==> src/rtl/dlcc_pkg.sv <==
/*
 Constants, register map and state codes for the dual antenna supply
 channel control block.
 Assumes a 250 MHz reference clock and a 4-bit AXI4-Lite byte address.
*/
package dlcc_pkg;

   // ----------------------------------------
   // Bus and register map
   // ----------------------------------------
   localparam int         ADDR_W      = 4;
   localparam int         DATA_W      = 32;
   localparam logic [3:0] CH1_OFF     = 4'h0;
   localparam logic [3:0] CH2_OFF     = 4'h4;
   localparam logic [1:0] RESP_OKAY   = 2'h0;
   localparam logic [1:0] RESP_SLVERR = 2'h2;
   localparam logic [7:0] CTRL_RST    = 8'h00;
   localparam logic [7:0] W1_MASK     = 8'h7E;
   localparam logic [7:0] W2_MASK     = 8'h7C;

   // Channel one register fields
   localparam int         B1_OLF      = 0;
   localparam int         B1_ON       = 1;
   localparam int         B1_VH       = 2;
   localparam int         B1_CB       = 3;
   localparam int         B1_TF       = 4;
   localparam int         B1_CR       = 5;
   localparam int         B1_DLO      = 6;

   // Channel two register fields
   localparam int         B2_OLF      = 0;
   localparam int         B2_OTF      = 1;
   localparam int         B2_ON       = 2;
   localparam int         B2_VH       = 3;
   localparam int         B2_CB       = 4;
   localparam int         B2_TF       = 5;
   localparam int         B2_CR       = 6;

   // ----------------------------------------
   // Timing
   // ----------------------------------------
   localparam int         CLK_KHZ     = 250000;
   localparam int         TONE_HZ     = 22000;
   localparam int         OSC_DIV     = 10;
   localparam int         OSC_HZ      = TONE_HZ * OSC_DIV;
   localparam int         SW_HALF_CYC = (CLK_KHZ * 1000) / (2 * OSC_HZ);
   localparam int         SW_W        = 10;
   localparam int         TN_W        = 4;
   localparam logic [SW_W-1:0] SW_HALF_M1 = SW_W'(SW_HALF_CYC - 1);
   localparam logic [TN_W-1:0] TN_M1      = TN_W'(OSC_DIV - 1);
   localparam int         T_OFF_MS    = 900;
   localparam int         T_ON_MS     = 20;
   localparam int         SOFT_US     = 1000;
   localparam int         T_OFF_CYC   = T_OFF_MS * CLK_KHZ;
   localparam int         T_ON_CYC    = T_ON_MS * CLK_KHZ;
   localparam int         SOFT_CYC    = (SOFT_US * CLK_KHZ) / 1000;
   localparam int         TMR_W       = 28;

   // ----------------------------------------
   // Overload protection states
   // ----------------------------------------
   typedef enum logic [2:0] {
      OL_NORM = 3'h1,
      OL_OFF  = 3'h2,
      OL_ON   = 3'h4
   } dlcc_ol_state_t;

endpackage

==> src/rtl/dlcc_top.sv <==
/*
 Dual antenna supply channel control: two control registers over
 AXI4-Lite, tone and switching clock generation, voltage and current
 selection, overload retry and over-temperature shutdown.
 Assumes all pin inputs are asynchronous to ref_clk; the analog stages
 act on the level outputs and report clamp and temperature as levels.
*/
// The implementer's own choices: register access over AXI4-Lite and the register addresses.
`timescale 1ns/1ps
`default_nettype none

module dlcc_top
   import dlcc_pkg::*;
#(
   parameter int unsigned T_OFF_CYCLES = dlcc_pkg::T_OFF_CYC,
   parameter int unsigned T_ON_CYCLES  = dlcc_pkg::T_ON_CYC,
   parameter int unsigned SOFT_CYCLES  = dlcc_pkg::SOFT_CYC
)
(
   // Clock and reset
   input  wire logic                        ref_clk,
   input  wire logic                        nrst,
   // AXI4-Lite write
   input  wire logic                        s_axi_awvalid,
   output logic                             s_axi_awready,
   input  wire logic [dlcc_pkg::ADDR_W-1:0] s_axi_awaddr,
   input  wire logic                        s_axi_wvalid,
   output logic                             s_axi_wready,
   input  wire logic [dlcc_pkg::DATA_W-1:0] s_axi_wdata,
   input  wire logic [3:0]                  s_axi_wstrb,
   output logic                             s_axi_bvalid,
   input  wire logic                        s_axi_bready,
   output logic [1:0]                       s_axi_bresp,
   // AXI4-Lite read
   input  wire logic                        s_axi_arvalid,
   output logic                             s_axi_arready,
   input  wire logic [dlcc_pkg::ADDR_W-1:0] s_axi_araddr,
   output logic                             s_axi_rvalid,
   input  wire logic                        s_axi_rready,
   output logic [dlcc_pkg::DATA_W-1:0]      s_axi_rdata,
   output logic [1:0]                       s_axi_rresp,
   // Supply, temperature and external select
   input  wire logic                        supply_good,
   input  wire logic                        overtemp_ind,
   input  wire logic                        ext_sel_en,
   // Channel pins
   input  wire logic [1:0]                  tone_gate_pin,
   input  wire logic                        force_high_pin_one,
   input  wire logic                        force_high_pin_two,
   input  wire logic [1:0]                  clamp,
   // Stage controls
   output logic                             sw_clk_q,
   output logic [1:0]                       stage_en_q,
   output logic [1:0]                       volt_high_q,
   output logic [1:0]                       cable_boost_q,
   output logic [1:0]                       cur_high_q,
   output logic [1:0]                       tone_q
);

   import dlcc_pkg::*;

   localparam logic [TMR_W-1:0] OFF_M1  = TMR_W'(T_OFF_CYCLES - 1);
   localparam logic [TMR_W-1:0] ON_M1   = TMR_W'(T_ON_CYCLES - 1);
   localparam logic [TMR_W-1:0] SOFT_M1 = TMR_W'(SOFT_CYCLES - 1);
   localparam int               NS      = 9;

   function automatic logic [1:0] reg_hit(input logic [ADDR_W-1:0] a);
      reg_hit = {a[ADDR_W-1:2] == CH2_OFF[ADDR_W-1:2],
                 a[ADDR_W-1:2] == CH1_OFF[ADDR_W-1:2]};
   endfunction

   // ----------------------------------------
   // Pin synchronisers
   // ----------------------------------------
   logic [NS-1:0] pin_v;
   logic [NS-1:0] meta_q;
   logic [NS-1:0] sync_q;
   logic          sup_s;
   logic          ot_s;
   logic          ext_s;
   logic [1:0]    gate_s;
   logic [1:0]    fhp_s;
   logic [1:0]    clamp_s;

   assign pin_v = {ext_sel_en, clamp, force_high_pin_two, force_high_pin_one,
                   tone_gate_pin, overtemp_ind, supply_good};

   always_ff @(posedge ref_clk or negedge nrst)
   begin
      if (!nrst)
      begin
         meta_q <= '0;
         sync_q <= '0;
      end
      else
      begin
         meta_q <= pin_v;
         sync_q <= meta_q;
      end
   end

   assign sup_s   = sync_q[0];
   assign ot_s    = sync_q[1];
   assign gate_s  = sync_q[3:2];
   assign fhp_s   = sync_q[5:4];
   assign clamp_s = sync_q[7:6];
   assign ext_s   = sync_q[8];

   // ----------------------------------------
   // Soft-start timer
   // ----------------------------------------
   logic [TMR_W-1:0] ss_cnt_q;
   logic             ss_done_q;

   always_ff @(posedge ref_clk or negedge nrst)
   begin
      if (!nrst)
      begin
         ss_cnt_q  <= '0;
         ss_done_q <= 1'b0;
      end
      else if (!sup_s)
      begin
         ss_cnt_q  <= '0;
         ss_done_q <= 1'b0;
      end
      else if (!ss_done_q)
      begin
         if (ss_cnt_q == SOFT_M1)
            ss_done_q <= 1'b1;
         else
            ss_cnt_q <= ss_cnt_q + 1'b1;
      end
   end

   // ----------------------------------------
   // Oscillator and tone divider
   // ----------------------------------------
   logic [SW_W-1:0] sw_cnt_q;
   logic [TN_W-1:0] tn_cnt_q;
   logic            tone_ph_q;

   always_ff @(posedge ref_clk or negedge nrst)
   begin
      if (!nrst)
      begin
         sw_cnt_q  <= '0;
         sw_clk_q  <= 1'b0;
         tn_cnt_q  <= '0;
         tone_ph_q <= 1'b0;
      end
      else if (!sup_s)
      begin
         sw_cnt_q  <= '0;
         sw_clk_q  <= 1'b0;
         tn_cnt_q  <= '0;
         tone_ph_q <= 1'b0;
      end
      else if (sw_cnt_q == SW_HALF_M1)
      begin
         sw_cnt_q <= '0;
         sw_clk_q <= !sw_clk_q;
         if (tn_cnt_q == TN_M1)
         begin
            tn_cnt_q  <= '0;
            tone_ph_q <= !tone_ph_q;
         end
         else
            tn_cnt_q <= tn_cnt_q + 1'b1;
      end
      else
         sw_cnt_q <= sw_cnt_q + 1'b1;
   end

   // ----------------------------------------
   // AXI4-Lite write channel
   // ----------------------------------------
   logic [ADDR_W-1:0] awa_q;
   logic [7:0]        wd_q;
   logic              ws_q;
   logic              aw_got_q;
   logic              w_got_q;
   logic              wr_go;
   logic [1:0]        wr_hit;

   assign wr_go  = aw_got_q && w_got_q && !s_axi_bvalid;
   assign wr_hit = reg_hit(awa_q);

   always_ff @(posedge ref_clk or negedge nrst)
   begin
      if (!nrst)
      begin
         s_axi_awready <= 1'b1;
         s_axi_wready  <= 1'b1;
         s_axi_bvalid  <= 1'b0;
         s_axi_bresp   <= RESP_OKAY;
         awa_q         <= '0;
         wd_q          <= '0;
         ws_q          <= 1'b0;
         aw_got_q      <= 1'b0;
         w_got_q       <= 1'b0;
      end
      else
      begin
         if (s_axi_awvalid && s_axi_awready)
         begin
            awa_q         <= s_axi_awaddr;
            aw_got_q      <= 1'b1;
            s_axi_awready <= 1'b0;
         end
         if (s_axi_wvalid && s_axi_wready)
         begin
            wd_q         <= s_axi_wdata[7:0];
            ws_q         <= s_axi_wstrb[0];
            w_got_q      <= 1'b1;
            s_axi_wready <= 1'b0;
         end
         if (wr_go)
         begin
            s_axi_bvalid <= 1'b1;
            s_axi_bresp  <= (wr_hit != 2'h0) ? RESP_OKAY : RESP_SLVERR;
            aw_got_q     <= 1'b0;
            w_got_q      <= 1'b0;
         end
         else if (s_axi_bvalid && s_axi_bready)
         begin
            s_axi_bvalid  <= 1'b0;
            s_axi_awready <= 1'b1;
            s_axi_wready  <= 1'b1;
         end
      end
   end

   // ----------------------------------------
   // Control registers and temperature flag
   // ----------------------------------------
   logic [7:0] ctrl1_q;
   logic [7:0] ctrl2_q;
   logic       otf_q;

   always_ff @(posedge ref_clk or negedge nrst)
   begin
      if (!nrst)
      begin
         ctrl1_q <= CTRL_RST;
         ctrl2_q <= CTRL_RST;
      end
      else if (!sup_s || ot_s)
      begin
         ctrl1_q <= CTRL_RST;
         ctrl2_q <= CTRL_RST;
      end
      else if (wr_go && ws_q)
      begin
         if (wr_hit[0])
            ctrl1_q <= wd_q & W1_MASK;
         if (wr_hit[1])
            ctrl2_q <= wd_q & W2_MASK;
      end
   end

   always_ff @(posedge ref_clk or negedge nrst)
   begin
      if (!nrst)
         otf_q <= 1'b0;
      else
         otf_q <= ot_s;
   end

   // ----------------------------------------
   // Channel decode and overload protection
   // ----------------------------------------
   logic [1:0] on_v;
   logic [1:0] vh_v;
   logic [1:0] cb_v;
   logic [1:0] tf_v;
   logic [1:0] cr_v;
   logic [1:0] run_v;
   logic [1:0] ol_off_v;
   logic [1:0] olf_v;
   logic       dyn;

   assign on_v  = {ctrl2_q[B2_ON], ctrl1_q[B1_ON]};
   assign vh_v  = {ctrl2_q[B2_VH], ctrl1_q[B1_VH]};
   assign cb_v  = {ctrl2_q[B2_CB], ctrl1_q[B1_CB]};
   assign tf_v  = {ctrl2_q[B2_TF], ctrl1_q[B1_TF]};
   assign cr_v  = {ctrl2_q[B2_CR], ctrl1_q[B1_CR]};
   assign dyn   = !ctrl1_q[B1_DLO];
   assign run_v = on_v & {2{sup_s && !ot_s && ss_done_q}};

   for (genvar i = 0; i < 2; i++)
   begin : g_ol
      dlcc_overload u_ol (
         .ref_clk (ref_clk),
         .nrst    (nrst),
         .run     (run_v[i]),
         .dyn     (dyn),
         .clamp   (clamp_s[i]),
         .t_off   (OFF_M1),
         .t_on    (ON_M1),
         .off_o   (ol_off_v[i]),
         .flag_q  (olf_v[i])
      );
   end

   // ----------------------------------------
   // Stage outputs
   // ----------------------------------------
   always_ff @(posedge ref_clk or negedge nrst)
   begin
      if (!nrst)
      begin
         stage_en_q    <= '0;
         volt_high_q   <= '0;
         cable_boost_q <= '0;
         cur_high_q    <= '0;
         tone_q        <= '0;
      end
      else
      begin
         for (int i = 0; i < 2; i++)
         begin
            stage_en_q[i]    <= run_v[i] && !ol_off_v[i];
            volt_high_q[i]   <= ext_s ? fhp_s[i] : vh_v[i];
            cable_boost_q[i] <= !ext_s && cb_v[i];
            cur_high_q[i]    <= cr_v[i];
            tone_q[i]        <= run_v[i] && !ol_off_v[i] && tone_ph_q
                                && (tf_v[i] || gate_s[i]);
         end
      end
   end

   // ----------------------------------------
   // AXI4-Lite read channel
   // ----------------------------------------
   logic [7:0] rd1;
   logic [7:0] rd2;

   assign rd1 = {ctrl1_q[7:1], olf_v[0]};
   assign rd2 = {ctrl2_q[7:2], otf_q, olf_v[1]};

   always_ff @(posedge ref_clk or negedge nrst)
   begin
      if (!nrst)
      begin
         s_axi_arready <= 1'b1;
         s_axi_rvalid  <= 1'b0;
         s_axi_rdata   <= '0;
         s_axi_rresp   <= RESP_OKAY;
      end
      else if (s_axi_arvalid && s_axi_arready)
      begin
         s_axi_arready <= 1'b0;
         s_axi_rvalid  <= 1'b1;
         case (reg_hit(s_axi_araddr))
            2'h1:
            begin
               s_axi_rdata <= DATA_W'(rd1);
               s_axi_rresp <= RESP_OKAY;
            end
            2'h2:
            begin
               s_axi_rdata <= DATA_W'(rd2);
               s_axi_rresp <= RESP_OKAY;
            end
            default:
            begin
               s_axi_rdata <= '0;
               s_axi_rresp <= RESP_SLVERR;
            end
         endcase
      end
      else if (s_axi_rvalid && s_axi_rready)
      begin
         s_axi_rvalid  <= 1'b0;
         s_axi_arready <= 1'b1;
      end
   end
endmodule

`default_nettype wire

==> src/rtl/dlcc_overload.sv <==
/*
 Per-channel overload protection: static clamp flag or timed off/on retry.
 Assumes clamp is already synchronised to ref_clk; t_off and t_on are
 interval lengths minus one.
*/
`timescale 1ns/1ps
`default_nettype none

module dlcc_overload
   import dlcc_pkg::*;
(
   // Clock and reset
   input  wire logic             ref_clk,
   input  wire logic             nrst,
   // Control
   input  wire logic             run,
   input  wire logic             dyn,
   input  wire logic             clamp,
   input  wire logic [TMR_W-1:0] t_off,
   input  wire logic [TMR_W-1:0] t_on,
   // Status
   output wire logic             off_o,
   output logic                  flag_q
);

   dlcc_ol_state_t   state_q;
   logic [TMR_W-1:0] cnt_q;
   logic             seen_q;
   logic             on_end;

   assign off_o  = (state_q == OL_OFF);
   assign on_end = (state_q == OL_ON) && (cnt_q == '0);

   // ----------------------------------------
   // Retry sequencer
   // ----------------------------------------
   always_ff @(posedge ref_clk or negedge nrst)
   begin
      if (!nrst)
      begin
         state_q <= OL_NORM;
         cnt_q   <= '0;
         seen_q  <= 1'b0;
      end
      else if (!run || !dyn)
      begin
         state_q <= OL_NORM;
         cnt_q   <= '0;
         seen_q  <= 1'b0;
      end
      else
      begin
         case (state_q)
            OL_NORM:
            begin
               if (clamp)
               begin
                  state_q <= OL_OFF;
                  cnt_q   <= t_off;
               end
            end
            OL_OFF:
            begin
               if (cnt_q == '0)
               begin
                  state_q <= OL_ON;
                  cnt_q   <= t_on;
                  seen_q  <= 1'b0;
               end
               else
                  cnt_q <= cnt_q - 1'b1;
            end
            OL_ON:
            begin
               if (clamp)
                  seen_q <= 1'b1;
               if (cnt_q == '0)
               begin
                  if (seen_q || clamp)
                  begin
                     state_q <= OL_OFF;
                     cnt_q   <= t_off;
                  end
                  else
                     state_q <= OL_NORM;
               end
               else
                  cnt_q <= cnt_q - 1'b1;
            end
            default:
               state_q <= OL_NORM;
         endcase
      end
   end

   // ----------------------------------------
   // Overload flag
   // ----------------------------------------
   always_ff @(posedge ref_clk or negedge nrst)
   begin
      if (!nrst)
         flag_q <= 1'b0;
      else if (!run)
         flag_q <= 1'b0;
      else if (!dyn)
         flag_q <= clamp;
      else if ((state_q == OL_NORM) && clamp)
         flag_q <= 1'b1;
      else if (on_end && !seen_q && !clamp)
         flag_q <= 1'b0;
   end
endmodule

`default_nettype wire

==> config.mk <==
export PLATFORM = sky130hd
export DESIGN_NAME = dlcc_top
export DESIGN_NICKNAME = d
export VERILOG_FILES = /design/src/rtl/dlcc_pkg.sv /design/src/rtl/dlcc_top.sv /design/src/rtl/dlcc_overload.sv
export SDC_FILE = /design/constraint.sdc
export NUM_CORES = 1
export LEC_CHECK = 0
export BUFFER_PORTS_ARGS = -buffer_cell sky130_fd_sc_hd__buf_2
export CAP_MARGIN = 20
export CORE_MARGIN = 2
export CORE_UTILIZATION = 57
export DETAILED_ROUTE_END_ITERATION = 16
export GPL_ROUTABILITY_DRIVEN = 0
export PLACE_DENSITY = 0.83
export SLEW_MARGIN = 20
export SYNTH_ARGS = -nofsm -noshare
export SYNTH_HDL_FRONTEND = slang
export SYNTH_SLANG_ARGS = --single-unit
==> constraint.sdc <==
create_clock -name ref_clk -period 3 [get_ports ref_clk]
set_input_delay 0.15 -clock ref_clk [delete_from_list [all_inputs] [get_ports ref_clk]]
set_output_delay 0.15 -clock ref_clk [all_outputs]
set_load 0.03 [all_outputs]
==> impl_metrics.ini <==
[sta]
fin_setup_tns_ns = 0
tightest_slew_ns = 0.793
hold_viol = 0
hold_ws_ns = 0.193
fmax_mhz = 387
fin_skew_ns = 0.0156
slew_headroom_pct = 46.8
final_max_slew_viol_count = 0
rsz0062_at_grt = no
period_needed_ns = 2.58
setup_viol = 0
period_share_pct = 86.1
finalWorstSetupSlack_ns = 0.418

[setup_path]
cp_max_fo = 10
cp-end-kind = flip-flop
setup.worst_path.start_class = flip-flop
arrival_ns = 2.86
max_stage_delay_ns = 0.66
cp.required_ns = 3.27
crit_type = reg2reg
cp_slowest_cell = or4_1
path_cells = nor3b_2 > nand2_1 > or4_1 > and2_1 > a21oi_1 > a311oi_1

[routing]
wl_per_cell_um = 17.5
drtIter0Drc = 681
viasPerCell = 6.08
drt-pass1-iter-count = 5
vias = 7419
drt_wl_total_mm = 21.3
ant_nets = 0
route.detailed.drc = 0

[power]
swShare_pct = 27.1
p_comb_share_pct = 10.3
ir_worst_vdd_mv = 0.465
pwr-share-clk_pct = 40.1
power_density_nw_per_um2 = 514
p_leak_nw = 4.93
p_sw_mw = 1.44
p_int_mw = 3.87
seq_power_share_pct = 49.6
p_total_mw = 5.31

[status]
status = finished clean

[logic_synthesis]
ys_warn_count = 0
synthCells = 904
netlist_area_um2 = 9020
synth-seq-area-share_pct = 48.9
synth-seq-cells = 176
synth_cell_types = 84
ys.flop_type = dfrtp_1
synthArstFlopShare_pct = 100
syn_area_per_cell_um2 = 9.97
synth_edf_count = 0

[die]
die_w_um = 130
fp-row-count = 45
die-area_um2 = 16800
coreArea_um2 = 15300
die_h_um = 130
ios = 112
initial_utilization_pct = 58.9

[job]
drv_cap = 0

[cells_and_area]
fillers = 1133
layout-drive-gt1-share_pct = 16.0
n_antenna_cell = 0
final_common_cell = dfrtp_1
area_growth_pct = 14.6
num-nets-final = 1065
final_cell_mix = dfrtp_1, nor2_1, nand2_1, buf_2, o21ai_0

[place]
place_ws_ns = 0.453
io_buffers = 51
dp_hpwl_mm = 13.4

[clock_network]
clock_path_buffers = 2
cts.root.buffer_cell = clkbuf_16
h-tree-depth = 4
cts_made_buffers = 17
post_cts_buffers = 0
clk_pin_slew_ns = 0.07
cts_tree = built
cts_num_sinks = 176
clkLatencyLatePin_ns = 0.44

[grt]
grt_max_degree = 80
grt_pass1_vias = 7223
grt_antenna_before_repair = 0
grt_usage_pct = 26.8
grt-ovfl-total = 0
grt_pass1_wl_mm = 35.7

[min_path]
min_path_type = in2reg
[cell type report]
class,instances,area (µm²),area share [%]
tap,211,264,2.56
multi-input combinational,681,4290,41.5
clock buffer,20,467,4.52
clock inverter,11,95.1,0.920
sequential,176,4410,42.7
inverter,16,60.1,0.581
timing repair buffer,105,744,7.21
[through the flow]
stage          utilization, %  std cells  cell area, µm²
5_1_grt                  67.5       1220           10300
6_report                 67.5       1220           10300
4_1_cts                  67.5       1220           10300
3_3_place_gp             62.1       1163            9510
3_5_place_dp             62.1       1163            9510
2_1_floorplan               -        930            9110
[power by group through the flow]
stage / sequential (mW) / combinational, mW / clock, mW
6_report: 2.64 / 0.548 / 2.13
5_1_grt: 2.65 / 0.593 / 2.27
4_1_cts: 2.63 / 0.540 / 2.14
3_5_place_dp: 2.67 / 0.510 / 0
3_3_place_gp: 2.66 / 0.492 / 0
2_1_floorplan: 2.72 / 0.289 / 0
[worst max-delay path, delay by kind of cell, from the launching register on]
| kind | cells | cell delay, ns |
|---|---|---|
| flops | 1 | 0.49 |
| simple gates | 4 | 1.63 |
| compound gates | 2 | 0.31 |
[path summary, 6_finish.rpt]
| check | from | end | slack [ns] | cells past startpoint |
|---|---|---|---|---|
| min in group asynchronous | nrst | w_got_q | 0.27 | 2 |
| hold / removal | s_axi_araddr[2] | s_axi_rdata[6] | 0.19 | 3 |
| hold reg to reg | meta_q[3] | sync_q[3] | 0.34 | 0 |
| setup / recovery | g_ol[0].u_ol.state_q[1] | g_ol[0].u_ol.cnt_q[22] | 0.42 | 6 |
| setup reg to reg | g_ol[0].u_ol.state_q[1] | g_ol[0].u_ol.cnt_q[22] | 0.42 | 6 |
| max in group asynchronous | nrst | ss_cnt_q[18] | 1.79 | 3 |
[registers in the layout, indices dropped and copies added, names as in the netlist, 7 cells and up]
name,cells
g_ol.u_ol.cnt_q,56
meta_q,9
sync_q,9
sw_cnt_q,10
ss_cnt_q,28
s_axi_rdata,7
[timing repair]
action                                 CTS  global route
setup endpoints to repair                0             0
hold buffers                            26             0
endpoints found under the hold margin   77             0
gates resized for setup                  0             0
[synth_stat cells, types with 4 or more instances]
cell,number,area share [%]
nand4_1,17,1.2
o31ai_1,8,0.67
nor3_1,32,1.8
o21ai_0,48,2.7
or4_1,7,0.58
clkbuf_1,17,0.71
a311oi_1,12,1.2
xnor2_1,24,2.3
dfstp_2,5,1.5
nand2b_1,11,0.76
mux2_2,12,1.5
mux2i_1,21,2.3
a32o_1,5,0.56
and2_1,29,2.0
buf_4,28,2.3
nor4_1,18,1.2
nor2_1,75,3.1
and3_1,12,0.83
inv_1,16,0.67
dfrtp_1,171,47
and4_1,4,0.39
nand2_1,75,3.1
nand3_1,43,2.4
or3_1,10,0.69
nor4_4,4,0.94
nor2b_1,11,0.76
nand3b_1,4,0.33
or2_2,4,0.28
xor2_1,20,1.9
a21oi_1,47,2.6
a31oi_1,6,0.42
o21ai_1,6,0.33
a211oi_1,7,0.58
ha_1,8,1.1
nand4b_1,5,0.49
buf_2,9,0.50
nor3b_1,4,0.33
[cells by family (layout without fill, tap and decap cells)]
kind of cell	Yosys count	in the layout	synth area share [%]
muxes	33	33	3.83
xor gates and xnor gates	44	44	4.27
other	1	27	0.0416
adders and majority gates	8	8	1.11
and+or+nand+nor	393	393	24.4
AOI/OAI and AO/OA	176	176	12.8
DFF	176	176	48.9
buffers and inverters	73	152	4.58
[routing by layer]
| layer | vias to the layer above | global-route usage, % | share of wire (%) |
|---|---|---|---|
| met3 | 60 | 5.17 | 5.6 |
| met2 | 290 | 43.6 | 49 |
| met4 | 0 | 12.0 | 3.3 |
| met1 | 3653 | 35.1 | 42 |
| met5 | - | 0 | 0 |
| li1 | 3416 | - | - |
Power figures use the tool's default switching activity.
